File: src/rtl/tmon_pkg.sv
// Purpose: Shared constants and types of the temperature register bank and duty slew logic
// Assumes: 100 MHz mclk, register port already decoded from the management bus
// Notes: All offsets, reset values and timing counts live here
`default_nettype none
package tmon_pkg;
  localparam logic [7:0] ADDR_TEMP_LOW = 8'h06;
  localparam logic [7:0] ADDR_LOCAL_HIGH = 8'h0A;
  localparam logic [7:0] ADDR_REMOTE_HIGH = 8'h0B;
  localparam logic [7:0] ADDR_LOCAL_UPPER = 8'h14;
  localparam logic [7:0] ADDR_LOCAL_LOWER = 8'h15;
  localparam logic [7:0] ADDR_LOCAL_THERM = 8'h16;
  localparam logic [7:0] ADDR_REMOTE_UPPER = 8'h18;
  localparam logic [7:0] ADDR_REMOTE_LOWER = 8'h19;
  localparam logic [7:0] ADDR_REMOTE_THERM = 8'h1A;

  localparam logic [7:0] RST_TEMP_LOW = 8'h00;
  localparam logic [7:0] RST_TEMP_HIGH = 8'h80;
  localparam logic [7:0] RST_LOCAL_UPPER = 8'h3C;
  localparam logic [7:0] RST_LOCAL_LOWER = 8'h00;
  localparam logic [7:0] RST_LOCAL_THERM = 8'h46;
  localparam logic [7:0] RST_REMOTE_UPPER = 8'h50;
  localparam logic [7:0] RST_REMOTE_LOWER = 8'h00;
  localparam logic [7:0] RST_REMOTE_THERM = 8'h64;
  localparam logic [7:0] RST_DUTY = 8'h00;

  // Low-byte layout: local LSBs at 7:5, remote LSBs at 2:0
  localparam int LOW_LOCAL_POS = 5;
  localparam int LOW_REMOTE_POS = 0;
  localparam int TEMP_W = 11;
  localparam int LIMIT_LSB_ZEROS = 3;

  localparam logic [15:0] RPM_DEADBAND = 16'h000A;

  // Base tick of the slew logic is 8 Hz, the fastest documented update rate
  localparam int CLK_PERIOD_NS = 10;
  localparam int BASE_TICK_NS = 125_000_000;
  localparam int BASE_TICK_CYCLES = BASE_TICK_NS / CLK_PERIOD_NS;
  localparam int RATE_SUB_W = 7;
  localparam int RPM_SLOW_SHIFT = 3;

  typedef enum logic [2:0] {
    MODE_AUTO = 3'b001,
    MODE_RPM = 3'b010,
    MODE_DCY = 3'b100
  } tmon_mode_t;

  typedef struct packed {
    logic ramp_enable;
    logic [1:0] duty_step_size;
    logic [2:0] duty_update_rate;
    logic [1:0] duty_adjust_threshold;
    logic fast_speed_monitor;
  } tmon_slew_cfg_t;

  typedef struct packed {
    logic [7:0] local_upper_bound_value;
    logic [7:0] local_lower_bound_value;
    logic [7:0] local_thermal_value;
    logic [7:0] remote_upper_bound_value;
    logic [7:0] remote_lower_bound_value;
    logic [7:0] remote_thermal_value;
  } tmon_limits_t;

  typedef struct packed {
    logic local_high;
    logic local_low;
    logic local_therm;
    logic remote_high;
    logic remote_low;
    logic remote_therm;
  } tmon_flags_t;
endpackage
`default_nettype wire

File: src/rtl/tmon_rate_gen.sv
// Purpose: Update-tick generator for the duty slew logic
// Assumes: One clock; ticks are one-cycle enables
// Notes: Auto rates are the 8 Hz base tick divided by powers of two from 1 to 128
`default_nettype none
module tmon_rate_gen #(
  parameter int TICK_CYCLES = tmon_pkg::BASE_TICK_CYCLES
) (
  input wire logic mclk,
  input wire logic reset_n,
  input wire logic [2:0] duty_update_rate,
  input wire logic fast_speed_monitor,
  output logic auto_tick,
  output logic rpm_tick
);
  localparam int CW = $clog2(TICK_CYCLES);
  localparam int SW = tmon_pkg::RATE_SUB_W;

  if (TICK_CYCLES < 2) begin : g_bad
    $error("TICK_CYCLES must be at least 2");
  end

  logic [CW-1:0] base_q, base_d;
  logic [SW-1:0] sub_q, sub_d;
  logic base_tick;
  logic [SW-1:0] mask;

  always_comb begin
    base_tick = (base_q == CW'(TICK_CYCLES - 1));
    base_d = base_tick ? '0 : base_q + CW'(1);
    sub_d = base_tick ? sub_q + SW'(1) : sub_q;
    // Code 7 keeps every base tick, code 0 one in 128
    mask = SW'((8'd1 << (3'd7 - duty_update_rate)) - 8'd1);
    auto_tick = base_tick && ((sub_q & mask) == '0);
    rpm_tick = base_tick && (fast_speed_monitor ||
      (sub_q[tmon_pkg::RPM_SLOW_SHIFT-1:0] == '0));
  end

  always_ff @(posedge mclk or negedge reset_n) begin
    if (!reset_n) begin
      base_q <= '0;
      sub_q <= '0;
    end else begin
      base_q <= base_d;
      sub_q <= sub_d;
    end
  end
endmodule
`default_nettype wire

File: src/rtl/tmon_regs_slew.sv
// Purpose: Temperature register bank with read freeze, limit registers, duty slew logic
// Assumes: Register port already decoded from the management bus; all inputs on mclk
// Notes: Read data appear one cycle after the read strobe
`default_nettype none
// Functional notes
// - Software-RPM mode always ramps, ramp enable is ignored.
// - Software-RPM mode changes duty by the step each update, or by the smaller room left below 0xFF or above 0x00.
// - Auto mode: step caps change only with ramp on; code 00 is one unit.
// - A remaining change smaller than the step is applied exactly.
// - Auto mode rate code sets updates per second, 111 is 8, 100 is 1.
// - Update rate never slows temperature sampling.
// - Software-RPM update rate comes from the fast speed-monitor bit.
// - Auto mode skips changes not larger than the threshold code plus one.
// - Software-RPM stops adjusting when period error is at most 0x000A.
// - Duty cycle is held as 8 bits, 1/256 per unit.
// - Low byte holds local LSBs at 7:5, remote LSBs at 2:0, 4:3 zero.
// - High bytes at 0x0A and 0x0B hold eight MSBs, reset to 0x80.
// - Reading 0x06 freezes readings until 0x0B is read.
// - Limits are 11-bit with three zero LSBs, eight MSBs stored.
// - Local upper and lower bounds at 0x14, 0x15, reset 0x3C, 0x00.
// - Remote upper and lower bounds at 0x18, 0x19, reset 0x50, 0x00.
// - Thermal thresholds at 0x16 and 0x1A, reset 0x46 and 0x64.
// - Direct duty mode ignores the whole adjustment control.
module tmon_regs_slew #(
  parameter int TICK_CYCLES = tmon_pkg::BASE_TICK_CYCLES
) (
  input wire logic mclk,
  input wire logic reset_n,
  input wire logic reg_rd,
  input wire logic reg_wr,
  input wire logic [7:0] reg_addr,
  input wire logic [7:0] reg_wdata,
  output logic [7:0] reg_rdata,
  output logic reg_rvalid,
  input wire logic temp_valid,
  input wire logic [10:0] local_temp_reading,
  input wire logic [10:0] remote_temp_reading,
  input wire tmon_pkg::tmon_mode_t fan_mode,
  input wire tmon_pkg::tmon_slew_cfg_t slew_cfg,
  input wire logic [7:0] target_duty,
  input wire logic [7:0] sw_duty,
  input wire logic [15:0] fan_period_count,
  input wire logic [15:0] fan_period_target,
  output logic [7:0] duty_cycle,
  output tmon_pkg::tmon_limits_t limits,
  output tmon_pkg::tmon_flags_t temp_flags
);
  localparam int TW = tmon_pkg::TEMP_W;

  // The tick divider needs at least two cycles per base tick
  if (TICK_CYCLES < 2) begin : g_bad_tick
    $error("TICK_CYCLES must be at least 2");
  end

  logic auto_tick, rpm_tick;

  tmon_rate_gen #(
    .TICK_CYCLES(TICK_CYCLES)
  ) u_rate (
    .mclk(mclk),
    .reset_n(reset_n),
    .duty_update_rate(slew_cfg.duty_update_rate),
    .fast_speed_monitor(slew_cfg.fast_speed_monitor),
    .auto_tick(auto_tick),
    .rpm_tick(rpm_tick)
  );

  // Temperature state: live copies always follow the converter, the visible
  // copies follow the live ones unless frozen by a low-byte read
  logic [TW-1:0] loc_live_q, loc_live_d, rem_live_q, rem_live_d;
  logic [TW-1:0] loc_vis_q, loc_vis_d, rem_vis_q, rem_vis_d;
  logic frozen_q, frozen_d;
  logic rd_low, rd_rem_high;

  always_comb begin
    rd_low = reg_rd && (reg_addr == tmon_pkg::ADDR_TEMP_LOW);
    rd_rem_high = reg_rd && (reg_addr == tmon_pkg::ADDR_REMOTE_HIGH);
    loc_live_d = temp_valid ? local_temp_reading : loc_live_q;
    rem_live_d = temp_valid ? remote_temp_reading : rem_live_q;
    // Set wins: a low-byte read always starts a fresh freeze
    frozen_d = rd_low ? 1'b1 : (rd_rem_high ? 1'b0 : frozen_q);
    loc_vis_d = (frozen_q || rd_low) ? loc_vis_q : loc_live_q;
    rem_vis_d = (frozen_q || rd_low) ? rem_vis_q : rem_live_q;
  end

  always_ff @(posedge mclk or negedge reset_n) begin
    if (!reset_n) begin
      loc_live_q <= {tmon_pkg::RST_TEMP_HIGH, 3'b000};
      rem_live_q <= {tmon_pkg::RST_TEMP_HIGH, 3'b000};
      loc_vis_q <= {tmon_pkg::RST_TEMP_HIGH, 3'b000};
      rem_vis_q <= {tmon_pkg::RST_TEMP_HIGH, 3'b000};
      frozen_q <= 1'b0;
    end else begin
      loc_live_q <= loc_live_d;
      rem_live_q <= rem_live_d;
      loc_vis_q <= loc_vis_d;
      rem_vis_q <= rem_vis_d;
      frozen_q <= frozen_d;
    end
  end

  // Limit registers
  tmon_pkg::tmon_limits_t lim_q, lim_d;
  tmon_pkg::tmon_flags_t flags_q, flags_d;
  logic signed [TW-1:0] loc_s, rem_s;

  always_comb begin
    lim_d = lim_q;
    if (reg_wr) begin
      unique case (reg_addr)
        tmon_pkg::ADDR_LOCAL_UPPER: lim_d.local_upper_bound_value = reg_wdata;
        tmon_pkg::ADDR_LOCAL_LOWER: lim_d.local_lower_bound_value = reg_wdata;
        tmon_pkg::ADDR_LOCAL_THERM: lim_d.local_thermal_value = reg_wdata;
        tmon_pkg::ADDR_REMOTE_UPPER: lim_d.remote_upper_bound_value = reg_wdata;
        tmon_pkg::ADDR_REMOTE_LOWER: lim_d.remote_lower_bound_value = reg_wdata;
        tmon_pkg::ADDR_REMOTE_THERM: lim_d.remote_thermal_value = reg_wdata;
        default: lim_d = lim_q;
      endcase
    end
    // Readings are two's complement; limits widen with three zero LSBs
    loc_s = loc_live_q;
    rem_s = rem_live_q;
    flags_d = flags_q;
    if (temp_valid) begin
      flags_d.local_high = loc_s > $signed({lim_q.local_upper_bound_value, 3'b000});
      flags_d.local_low = loc_s < $signed({lim_q.local_lower_bound_value, 3'b000});
      flags_d.local_therm = loc_s > $signed({lim_q.local_thermal_value, 3'b000});
      flags_d.remote_high = rem_s > $signed({lim_q.remote_upper_bound_value, 3'b000});
      flags_d.remote_low = rem_s < $signed({lim_q.remote_lower_bound_value, 3'b000});
      flags_d.remote_therm = rem_s > $signed({lim_q.remote_thermal_value, 3'b000});
    end
  end

  always_ff @(posedge mclk or negedge reset_n) begin
    if (!reset_n) begin
      lim_q.local_upper_bound_value <= tmon_pkg::RST_LOCAL_UPPER;
      lim_q.local_lower_bound_value <= tmon_pkg::RST_LOCAL_LOWER;
      lim_q.local_thermal_value <= tmon_pkg::RST_LOCAL_THERM;
      lim_q.remote_upper_bound_value <= tmon_pkg::RST_REMOTE_UPPER;
      lim_q.remote_lower_bound_value <= tmon_pkg::RST_REMOTE_LOWER;
      lim_q.remote_thermal_value <= tmon_pkg::RST_REMOTE_THERM;
      flags_q <= '0;
    end else begin
      lim_q <= lim_d;
      flags_q <= flags_d;
    end
  end

  // Register read path
  logic [7:0] rdata_q, rdata_d, raddr_q;
  logic rvalid_q;

  always_comb begin
    rdata_d = rdata_q;
    if (reg_rd) begin
      unique case (reg_addr)
        tmon_pkg::ADDR_TEMP_LOW:
          rdata_d = tmon_pkg::RST_TEMP_LOW |
            (8'(loc_vis_q[2:0]) << tmon_pkg::LOW_LOCAL_POS) |
            (8'(rem_vis_q[2:0]) << tmon_pkg::LOW_REMOTE_POS);
        tmon_pkg::ADDR_LOCAL_HIGH: rdata_d = loc_vis_q[10:3];
        tmon_pkg::ADDR_REMOTE_HIGH: rdata_d = rem_vis_q[10:3];
        tmon_pkg::ADDR_LOCAL_UPPER: rdata_d = lim_q.local_upper_bound_value;
        tmon_pkg::ADDR_LOCAL_LOWER: rdata_d = lim_q.local_lower_bound_value;
        tmon_pkg::ADDR_LOCAL_THERM: rdata_d = lim_q.local_thermal_value;
        tmon_pkg::ADDR_REMOTE_UPPER: rdata_d = lim_q.remote_upper_bound_value;
        tmon_pkg::ADDR_REMOTE_LOWER: rdata_d = lim_q.remote_lower_bound_value;
        tmon_pkg::ADDR_REMOTE_THERM: rdata_d = lim_q.remote_thermal_value;
        default: rdata_d = 8'h00;
      endcase
    end
  end

  always_ff @(posedge mclk or negedge reset_n) begin
    if (!reset_n) begin
      rdata_q <= 8'h00;
      rvalid_q <= 1'b0;
      raddr_q <= 8'h00;
    end else begin
      rdata_q <= rdata_d;
      rvalid_q <= reg_rd;
      raddr_q <= reg_rd ? reg_addr : raddr_q;
    end
  end

  // Duty slew
  logic [7:0] duty_q, duty_d;
  logic [8:0] step, thr, diff_a, delta, room;
  logic [15:0] err_r;
  logic up_a, up_r;

  always_comb begin
    step = 9'd1 << slew_cfg.duty_step_size;
    thr = 9'(slew_cfg.duty_adjust_threshold) + 9'd1;
    up_a = target_duty > duty_q;
    diff_a = up_a ? 9'(target_duty - duty_q) : 9'(duty_q - target_duty);
    // Longer period means a slower fan, so the duty must rise
    up_r = fan_period_count > fan_period_target;
    err_r = up_r ? fan_period_count - fan_period_target
                 : fan_period_target - fan_period_count;
    room = up_r ? 9'(8'hFF - duty_q) : 9'(duty_q);
    delta = 9'd0;
    duty_d = duty_q;
    unique case (fan_mode)
      tmon_pkg::MODE_DCY: duty_d = sw_duty;
      tmon_pkg::MODE_AUTO: begin
        if (auto_tick && diff_a > thr) begin
          if (!slew_cfg.ramp_enable) begin
            duty_d = target_duty;
          end else begin
            delta = (diff_a < step) ? diff_a : step;
            duty_d = up_a ? duty_q + delta[7:0] : duty_q - delta[7:0];
          end
        end
      end
      tmon_pkg::MODE_RPM: begin
        // Ramp enable, rate and threshold fields play no part here
        if (rpm_tick && err_r > tmon_pkg::RPM_DEADBAND) begin
          delta = (room < step) ? room : step;
          duty_d = up_r ? duty_q + delta[7:0] : duty_q - delta[7:0];
        end
      end
      default: duty_d = duty_q;
    endcase
  end

  always_ff @(posedge mclk or negedge reset_n) begin
    if (!reset_n) begin
      duty_q <= tmon_pkg::RST_DUTY;
    end else begin
      duty_q <= duty_d;
    end
  end

  assign reg_rdata = rdata_q;
  assign reg_rvalid = rvalid_q;
  assign duty_cycle = duty_q;
  assign limits = lim_q;
  assign temp_flags = flags_q;
endmodule
`default_nettype wire

File: config.mk
export PLATFORM = sky130hd
export DESIGN_NAME = tmon_regs_slew
export DESIGN_NICKNAME = d
export VERILOG_FILES = /design/src/rtl/tmon_pkg.sv /design/src/rtl/tmon_rate_gen.sv /design/src/rtl/tmon_regs_slew.sv
export SDC_FILE = /design/constraint.sdc
export NUM_CORES = 1
export LEC_CHECK = 0
export ABC_AREA = 1
export BUFFER_PORTS_ARGS = -buffer_cell sky130_fd_sc_hd__buf_2
export CAP_MARGIN = 40
export CORE_ASPECT_RATIO = 1.4
export CORE_UTILIZATION = 40
export CTS_CLUSTER_DIAMETER = 80
export DETAILED_ROUTE_END_ITERATION = 8
export SLEW_MARGIN = 20
export SYNTH_ARGS = -nofsm -noshare
export SYNTH_HDL_FRONTEND = slang
export SYNTH_SLANG_ARGS = --single-unit
File: constraint.sdc
create_clock -name mclk -period 5.3 [get_ports mclk]
set_input_delay 0 -clock mclk [delete_from_list [all_inputs] [get_ports mclk]]
set_output_delay 0 -clock mclk [all_outputs]
set_load 0.005 [all_outputs]
# --- Yosys cells after proc, flatten, opt, wreduce, memory -nomap -nowiden ---
# Index checks and enable logic that the tools add are counted.
classes:
  addsub: 14
  multipliers: 0
  div: 0
  order_cmp: 12
  eq_ne: 15
  shifts: 2
  muxes: 15
  bitwise_logic: 2
  reduce_logical: 19
ops:
  columns: ["operator", "count"]
  rows:
  - ["one-hot mux 8 bit (9 select lines)", 1]
  - ["two-way mux 8 bit", 7]
  - ["equality test 8 x 5 -> 1 bit (second input constant)", 6]
  - ["greater-than comparator 11 bit", 4]
  - ["subtractor 16 bit", 2]
  - ["adder 24 x 1 -> 24 bit (second input constant)", 1]
  - ["equality test 24 bit (second input constant)", 1]
  - ["two-way mux 24 bit", 1]
  - ["one-hot mux 8 bit (3 select lines)", 1]
  - ["< comparator 11 bit", 2]
  - ["< comparator 9 bit", 2]
  - ["two-way mux 9 bit", 2]
  - ["subtractor 8 x 8 -> 9 bit", 2]
  - ["adder 8 bit", 2]
  - ["equality test 8 x 4 -> 1 bit (second input constant)", 2]
  - ["greater-than comparator 16 bit", 1]
  - ["greater-than comparator 16 x 4 -> 1 bit (second input constant)", 1]
  - ["two-way mux 16 bit", 1]
  - ["subtractor 8 bit", 2]
  - ["AND reduction 2 bit", 6]
  - ["greater-than comparator 9 x 3 -> 1 bit", 1]
  - ["left shift 1 x 2 -> 9 bit (first input constant)", 1]
  - ["subtractor 8 x 8 -> 9 bit (first input constant)", 1]
  - ["equality test 8 x 3 -> 1 bit (second input constant)", 1]
  - ["other kinds (20)", 28]
totals:
  reg_bits: 147
  latchBits: 0
  ramBits: 0
  rom_bits: 0
  inputBits: 103
  word_cells: 101
  mem_count: 0

# --- Longest topological paths before layout ---
depth:
  ltp_word: 9
  mapped_depth: 46

# --- By module ---
# Synthesis repeated with hierarchy kept, for this count alone.
hier_totals:
  cells_unflattened: 1738
  hier_area_um2: 12295.5
modules_own_cells:
  columns: ["mod", "n_inst", "cells_each", "area_per_inst_um2", "seq_area_each_um2"]
  rows:
  - ["tmon_regs_slew", 1, 1427, 10243.6, 2922.8]
  - ["tmon_rate_gen", 1, 311, 2052.0, 775.7]

# --- Least setup slack after synthesis ---
# No wires, ideal clock.
synth_path:
  path_kind: "register to register"
  startpoint: "reg duty_q[6], in the netlist duty_cycle[6]"
  endpoint: "reg duty_q[7], in the netlist duty_cycle[7]"
  setup_ns: 0.113
  t_arrival_ns: 4.819
  t_required_ns: 5.187
  slack_ns: 0.368
  path_stages_with_launch: 36
  path_buffers: 1
  period_less_slack_ns: 4.932
  path_cell_list: "dfrtp_1 > ha_1 > nand2_1 > nor2_1 > nand4_1 > nand3_1 > nand2_2 > buf_4 > o21ai_0 > ha_1 > a21oi_1 > nor2_1 > o21ai_0 > nand2_1 > nor2_2 > nand2_1 > nand2_1 > nand2_1 > ha_1 > o21ai_0 > ha_1 > nand3_1 > nand2_1 > a21oi_1 > o21ai_0 > and2_1 > nor2_1 > o21bai_1 > xor2_1 > inv_1 > nand3_1 > nand3_1 > nand2_1 > nand3_1 > nand2_1 > inv_1"
synth_via:
  elab_chain_len: 9
synth_lines:
  columns: ["element", "line_no", "text"]
  rows:
  - ["from (decl)", "tmon_regs_slew.sv:187", "logic [7:0] duty_q, duty_d;"]
  - ["from (signal assigned)", "tmon_regs_slew.sv:229", "duty_q <= tmon_pkg::RST_DUTY;"]
  - ["from (signal assigned)", "tmon_regs_slew.sv:231", "duty_q <= duty_d;"]
  - ["subtractor 8 x 8 -> 9 bit or greater-than comparator 8 bit (tied branches)", "tmon_regs_slew.sv:196, tmon_regs_slew.sv:195", null]
  - ["two-way mux 9 bit", "tmon_regs_slew.sv:196", "diff_a = up_a ? 9'(target_duty - duty_q) : 9'(duty_q - target_duty);"]
  - ["< comparator 9 bit", "tmon_regs_slew.sv:211", "delta = (diff_a < step) ? diff_a : step;"]
  - ["two-way mux 8 bit", "tmon_regs_slew.sv:211", null]
  - ["subtractor 8 bit or adder 8 bit (tied branches)", "tmon_regs_slew.sv:212", "duty_d = up_a ? duty_q + delta[7:0] : duty_q - delta[7:0];"]
  - ["two-way mux 8 bit", "tmon_regs_slew.sv:212", null]
  - ["two-way mux 8 bit", "tmon_regs_slew.sv:208", "if (!slew_cfg.ramp_enable) begin"]
  - ["two-way mux 8 bit", "tmon_regs_slew.sv:207", "if (auto_tick && diff_a > thr) begin"]
  - ["one-hot mux 8 bit (3 select lines)", "tmon_regs_slew.sv:204", "unique case (fan_mode)"]
# Parallel ways exist; a longest one is shown, timed or not. The select of a mux whose other input is x is not followed.
# A chain may end at the register's enable or synchronous reset.

# --- Worst setup path in the final report ---
layout_path:
  startpoint: "reg duty_q[5], in the netlist duty_cycle[5]"
  endpoint: "reg duty_q[7], in the netlist duty_cycle[7]"
# Same word-level chain as after synthesis.

==> impl_metrics.csv <==
group,metric,value,unit
critical_path,rr_startpoint,"duty_cycle[5]$_DFFE_PN0P_",
timing,hold_violations,5,
synth,netlist_area,0.01179,mm^2
timing,setup_tns,0,ns
critical_path,critPathLaunch,"duty_cycle[5]$_DFFE_PN0P_",
place,gp_routability_congestion,0.9237,
die,die_area,0.03018,mm^2
die,die_h,205.2,um
critical_path,arrival,5.27,ns
power,combPwrFrac,40.5,%
clock_tree,tritoncts,"done",
synth,synth-main-ff-cell,"dfrtp_1",
synth,synth_xor_xnor_area_share,4.159,%
power,vdd_drop_max,316.7,uV
critical_path,critPathLaunchType,"flip-flop",
clock_tree,cts-buffers-inserted,17,
global_route,grt_max_degree,89,
global_route,antenna_found_initial,1,
power,p_leak,7.410,nW
critical_path,worstPathRequired,5.63,ns
clock_tree,clockBufferDepth,2,
routing,wl_per_cell,15.75,um
critical_path,ff2ff_path_depth,36,
die,core,0.02907,mm^2
die,start_util,40.56,%
global_route,grt_pass1_wl,57130,um
timing,finalSetupViolCount,0,
routing,firstDrtPassIters,5,
timing,min_period,4.939,ns
power,pwr-share-clk,28.2,%
timing,finalCritPeriodShare,93.19,%
outcome,violations,"negative hold slack",
critical_path,slowest_delay,0.42,ns
synth,ys_warn_count,0,
synth,postSynthAreaPerCell,7.226,um^2
timing,grt_setup_unrepaired,"yes",
min_path,min_path_type,"in2async",
critical_path,cp_common_cell,"nand2_1",
synth,synthMuxAreaShare,0.08488,%
routing,ant_nets,0,
synth,synth.distinct_cells,52,
timing,fin_worst_skew,0.01254,ns
routing,viasPerCell,5.108,
clock_tree,clk_latency,0.43,ns
layout,drive_gt1_share,17.14,%
critical_path,path_class,"reg2reg",
clock_tree,clkTransAtPathRegs,0.06,ns
synth,synthCells,1632,
job,max_cap_violations,0,
timing,fmaxAchievable,202.5,MHz
synth,synth-seq-cells,147,
synth,synth_fa_ha_area_share,14.07,%
global_route,first_global_vias,11560,
power,intPower,0.002723,W
critical_path,cp-endpoint,"duty_cycle[7]$_DFFE_PN0P_",
routing,drtIter0Drc,498,
place,hpwl,28400,um
synth,syn_nets,1864,
synth,synth-compound-area-share,16.23,%
power,p_seq_share,31.3,%
power,p_per_area,301.5,mW/mm^2
synth,synth-simple-area-share,23.41,%
layout,syn2layout_area_growth,22.92,%
layout,num-nets-final,2104,
layout,final_cell_area,0.01450,mm^2
clock_tree,cts_sinks,147,
timing,whs,-0.009606,ns
critical_path,slowest_stage,"dfrtp_1",
routing,drc,0,
place,portBuffers,173,
power,power.switching,0.001647,W
timing,max_slew_margin,42.60,%
global_route,gr-usage-all-layers,24.22,%
routing,vias,11570,
synth,seq_area_frac_synth,31.36,%
synth,synth_edf_count,0,
clock_tree,cts-root-buf,"clkbuf_16",
critical_path,r2r-end,"duty_cycle[7]$_DFFE_PN0P_",
timing,slew_viol_final,0,
outcome,outcome,"complete, but fails checks",
timing,worst_pin_slew,0.8538,ns
power,switching_share,37.68,%
critical_path,cp_max_fo,9,
layout,utilization,49.86,%
die,std_cell_rows,74,
global_route,gr-total-overflow,0,
die,ios,174,
routing,wirelength,35680,um
die,dieWidth,147.1,um
place,dpl_cell_area,0.01318,mm^2
clock_tree,htreeDepth,4,
critical_path,end_kind,"flip-flop",
critical_path,worst-r2r-setup-slack,0.36,ns
synth,async_flop_share,100.0,%
synth,synth_top_family_by_area,"simple AND/OR/NAND/NOR gates",
## metal layers
layer / global-route usage [%] / wire, um
met5: 0 / 0
met4: 12.15 / 1574
met3: 3.608 / 1412
met2: 44.61 / 18470
met1: 26.86 / 14230
## how the worst min path moves through the flow
stage,slack (ns),to,cells past startpoint
after floorplan,-0.30,duty_cycle[0]$_DFFE_PN0P_,0
after global placement,0.12,limits[38]$_DFFE_PN0P_,1
after detailed placement,0.14,limits[37]$_DFFE_PN0P_,1
after CTS,0.006,duty_cycle[7]$_DFFE_PN0P_,7
after global routing,0.003,limits[46]$_DFFE_PN0P_,2
final,-0.01,limits[46]$_DFFE_PN0P_,2
## sequential cells by signal, summed over array words and instances (netlist names)
register and flops:
u_rate.base_q 24, reg_rdata 8, reg_rvalid 1, u_rate.sub_q 7
rem_live_q 11, limits 48, duty_cycle 8, temp_flags 6
loc_live_q 11, frozen_q 1, loc_vis_q 11, rem_vis_q 11
## synth_stat cells, drive strengths merged (2+ instances only)
master / count / share of area [%]
ha: 123 / 13
dfstp: 16 / 3.6
a211oi: 3 / 0.19
o211ai: 8 / 0.51
inv: 287 / 9.1
nor3b: 3 / 0.19
nand4: 19 / 1.0
a21o: 12 / 0.76
o21ai: 163 / 6.9
dfrtp: 131 / 28
o22ai: 26 / 1.4
nand3b: 5 / 0.32
o21bai: 8 / 0.51
clkbuf: 19 / 0.60
a221oi: 10 / 0.74
a21oi: 91 / 3.9
nand3: 86 / 3.7
buf: 16 / 0.84
xnor2: 8 / 0.59
o21a: 6 / 0.38
xor2: 48 / 3.6
nor2: 107 / 3.8
nor4: 13 / 0.74
fa: 6 / 1.0
a31oi: 5 / 0.27
nor3: 22 / 0.98
a2111oi: 2 / 0.15
and2: 2 / 0.13
a21boi: 3 / 0.19
nand2: 374 / 12
clkinv: 2 / 0.11
## power by group through the flow
| stage | Clock, W | Sequential (W) | Combinational, W |
|---|---|---|---|
| final | 0.00123 | 0.00137 | 0.00177 |
| after global placement | 0 | 0.00137 | 0.00159 |
| after floorplan | 0 | 0.00136 | 0.00112 |
| after global routing | 0.00130 | 0.00138 | 0.00201 |
| after detailed placement | 0 | 0.00138 | 0.00162 |
| after CTS | 0.00126 | 0.00136 | 0.00166 |
## repair_timing
| action | CTS | global route |
|---|---|---|
| buffers inserted | 0 | 9 |
| pin swaps | 0 | 16 |
| endpoints found under the setup margin | 1 | 5 |
| hold buffers | 46 | 0 |
| resized for setup | 1 | 40 |
| endpoints found under the hold margin | 143 | 0 |
## layout by cell type (no fill, tap or decap), drive strengths merged, types with 10 or more instances in the layout
| master | Yosys | final |
|---|---|---|
| clkbuf | 19 | 20 |
| ha | 123 | 123 |
| a21oi | 91 | 91 |
| dlygate4sd3 | 0 | 46 |
| dfrtp | 131 | 131 |
| o21ai | 163 | 163 |
| o22ai | 26 | 26 |
| nand4 | 19 | 19 |
| nor4 | 13 | 13 |
| buf | 16 | 210 |
| xor2 | 48 | 48 |
| a221oi | 10 | 10 |
| a21o | 12 | 12 |
| nand2 | 374 | 374 |
| inv | 287 | 289 |
| dfstp | 16 | 16 |
| nor2 | 107 | 107 |
| nand3 | 86 | 86 |
| nor3 | 22 | 22 |
## metrics by stage
step	hold WS [ns]	worst slack, ns	power [W]	cells
3_3_place_gp	0.1170	-0.02637	0.002965	2174
3_5_place_dp	0.1351	-0.05489	0.002998	2176
5_1_grt	0.002755	-0.05019	0.004687	2266
4_1_cts	0.005869	0.02144	0.004274	2254
6_report	-0.009606	0.3610	0.004370	2266
2_1_floorplan	-0.2956	0.3681	0.002478	1632
## cells by family after synthesis
| kind of cell | count (synthesis) |
|---|---|
| flip-flops | 147 |
| adder cells (fa/ha/maj) | 129 |
| XOR/XNOR | 56 |
| AO/OA/AOI/OAI | 342 |
| multiplexers | 1 |
| buffers and inverters | 324 |
| AND/OR/NAND/NOR | 633 |
## worst max-delay path: cells and delay by family, from the launching register on
kind | cells | cell delay [ns]
XOR/XNOR | 1 | 0.18
flip-flops | 1 | 0.42
AND/OR/NAND/NOR | 20 | 1.99
AO/OA/AOI/OAI | 5 | 0.58
buffers and inverters | 6 | 0.53
adder cells (fa/ha/maj) | 4 | 1.11
## cell type report
cell class                 instances  area, um^2
sequential                       147        3701
clock inverter                    12       156.4
antenna                            1       2.502
multi-input combinational       1161        6965
clock buffer                      20       436.7
timing repair buffer             256        1668
tap                              380       475.5
fill                            2952       14580
inverter                         289        1090
No activity file was read; power rests on OpenSTA's default activity.
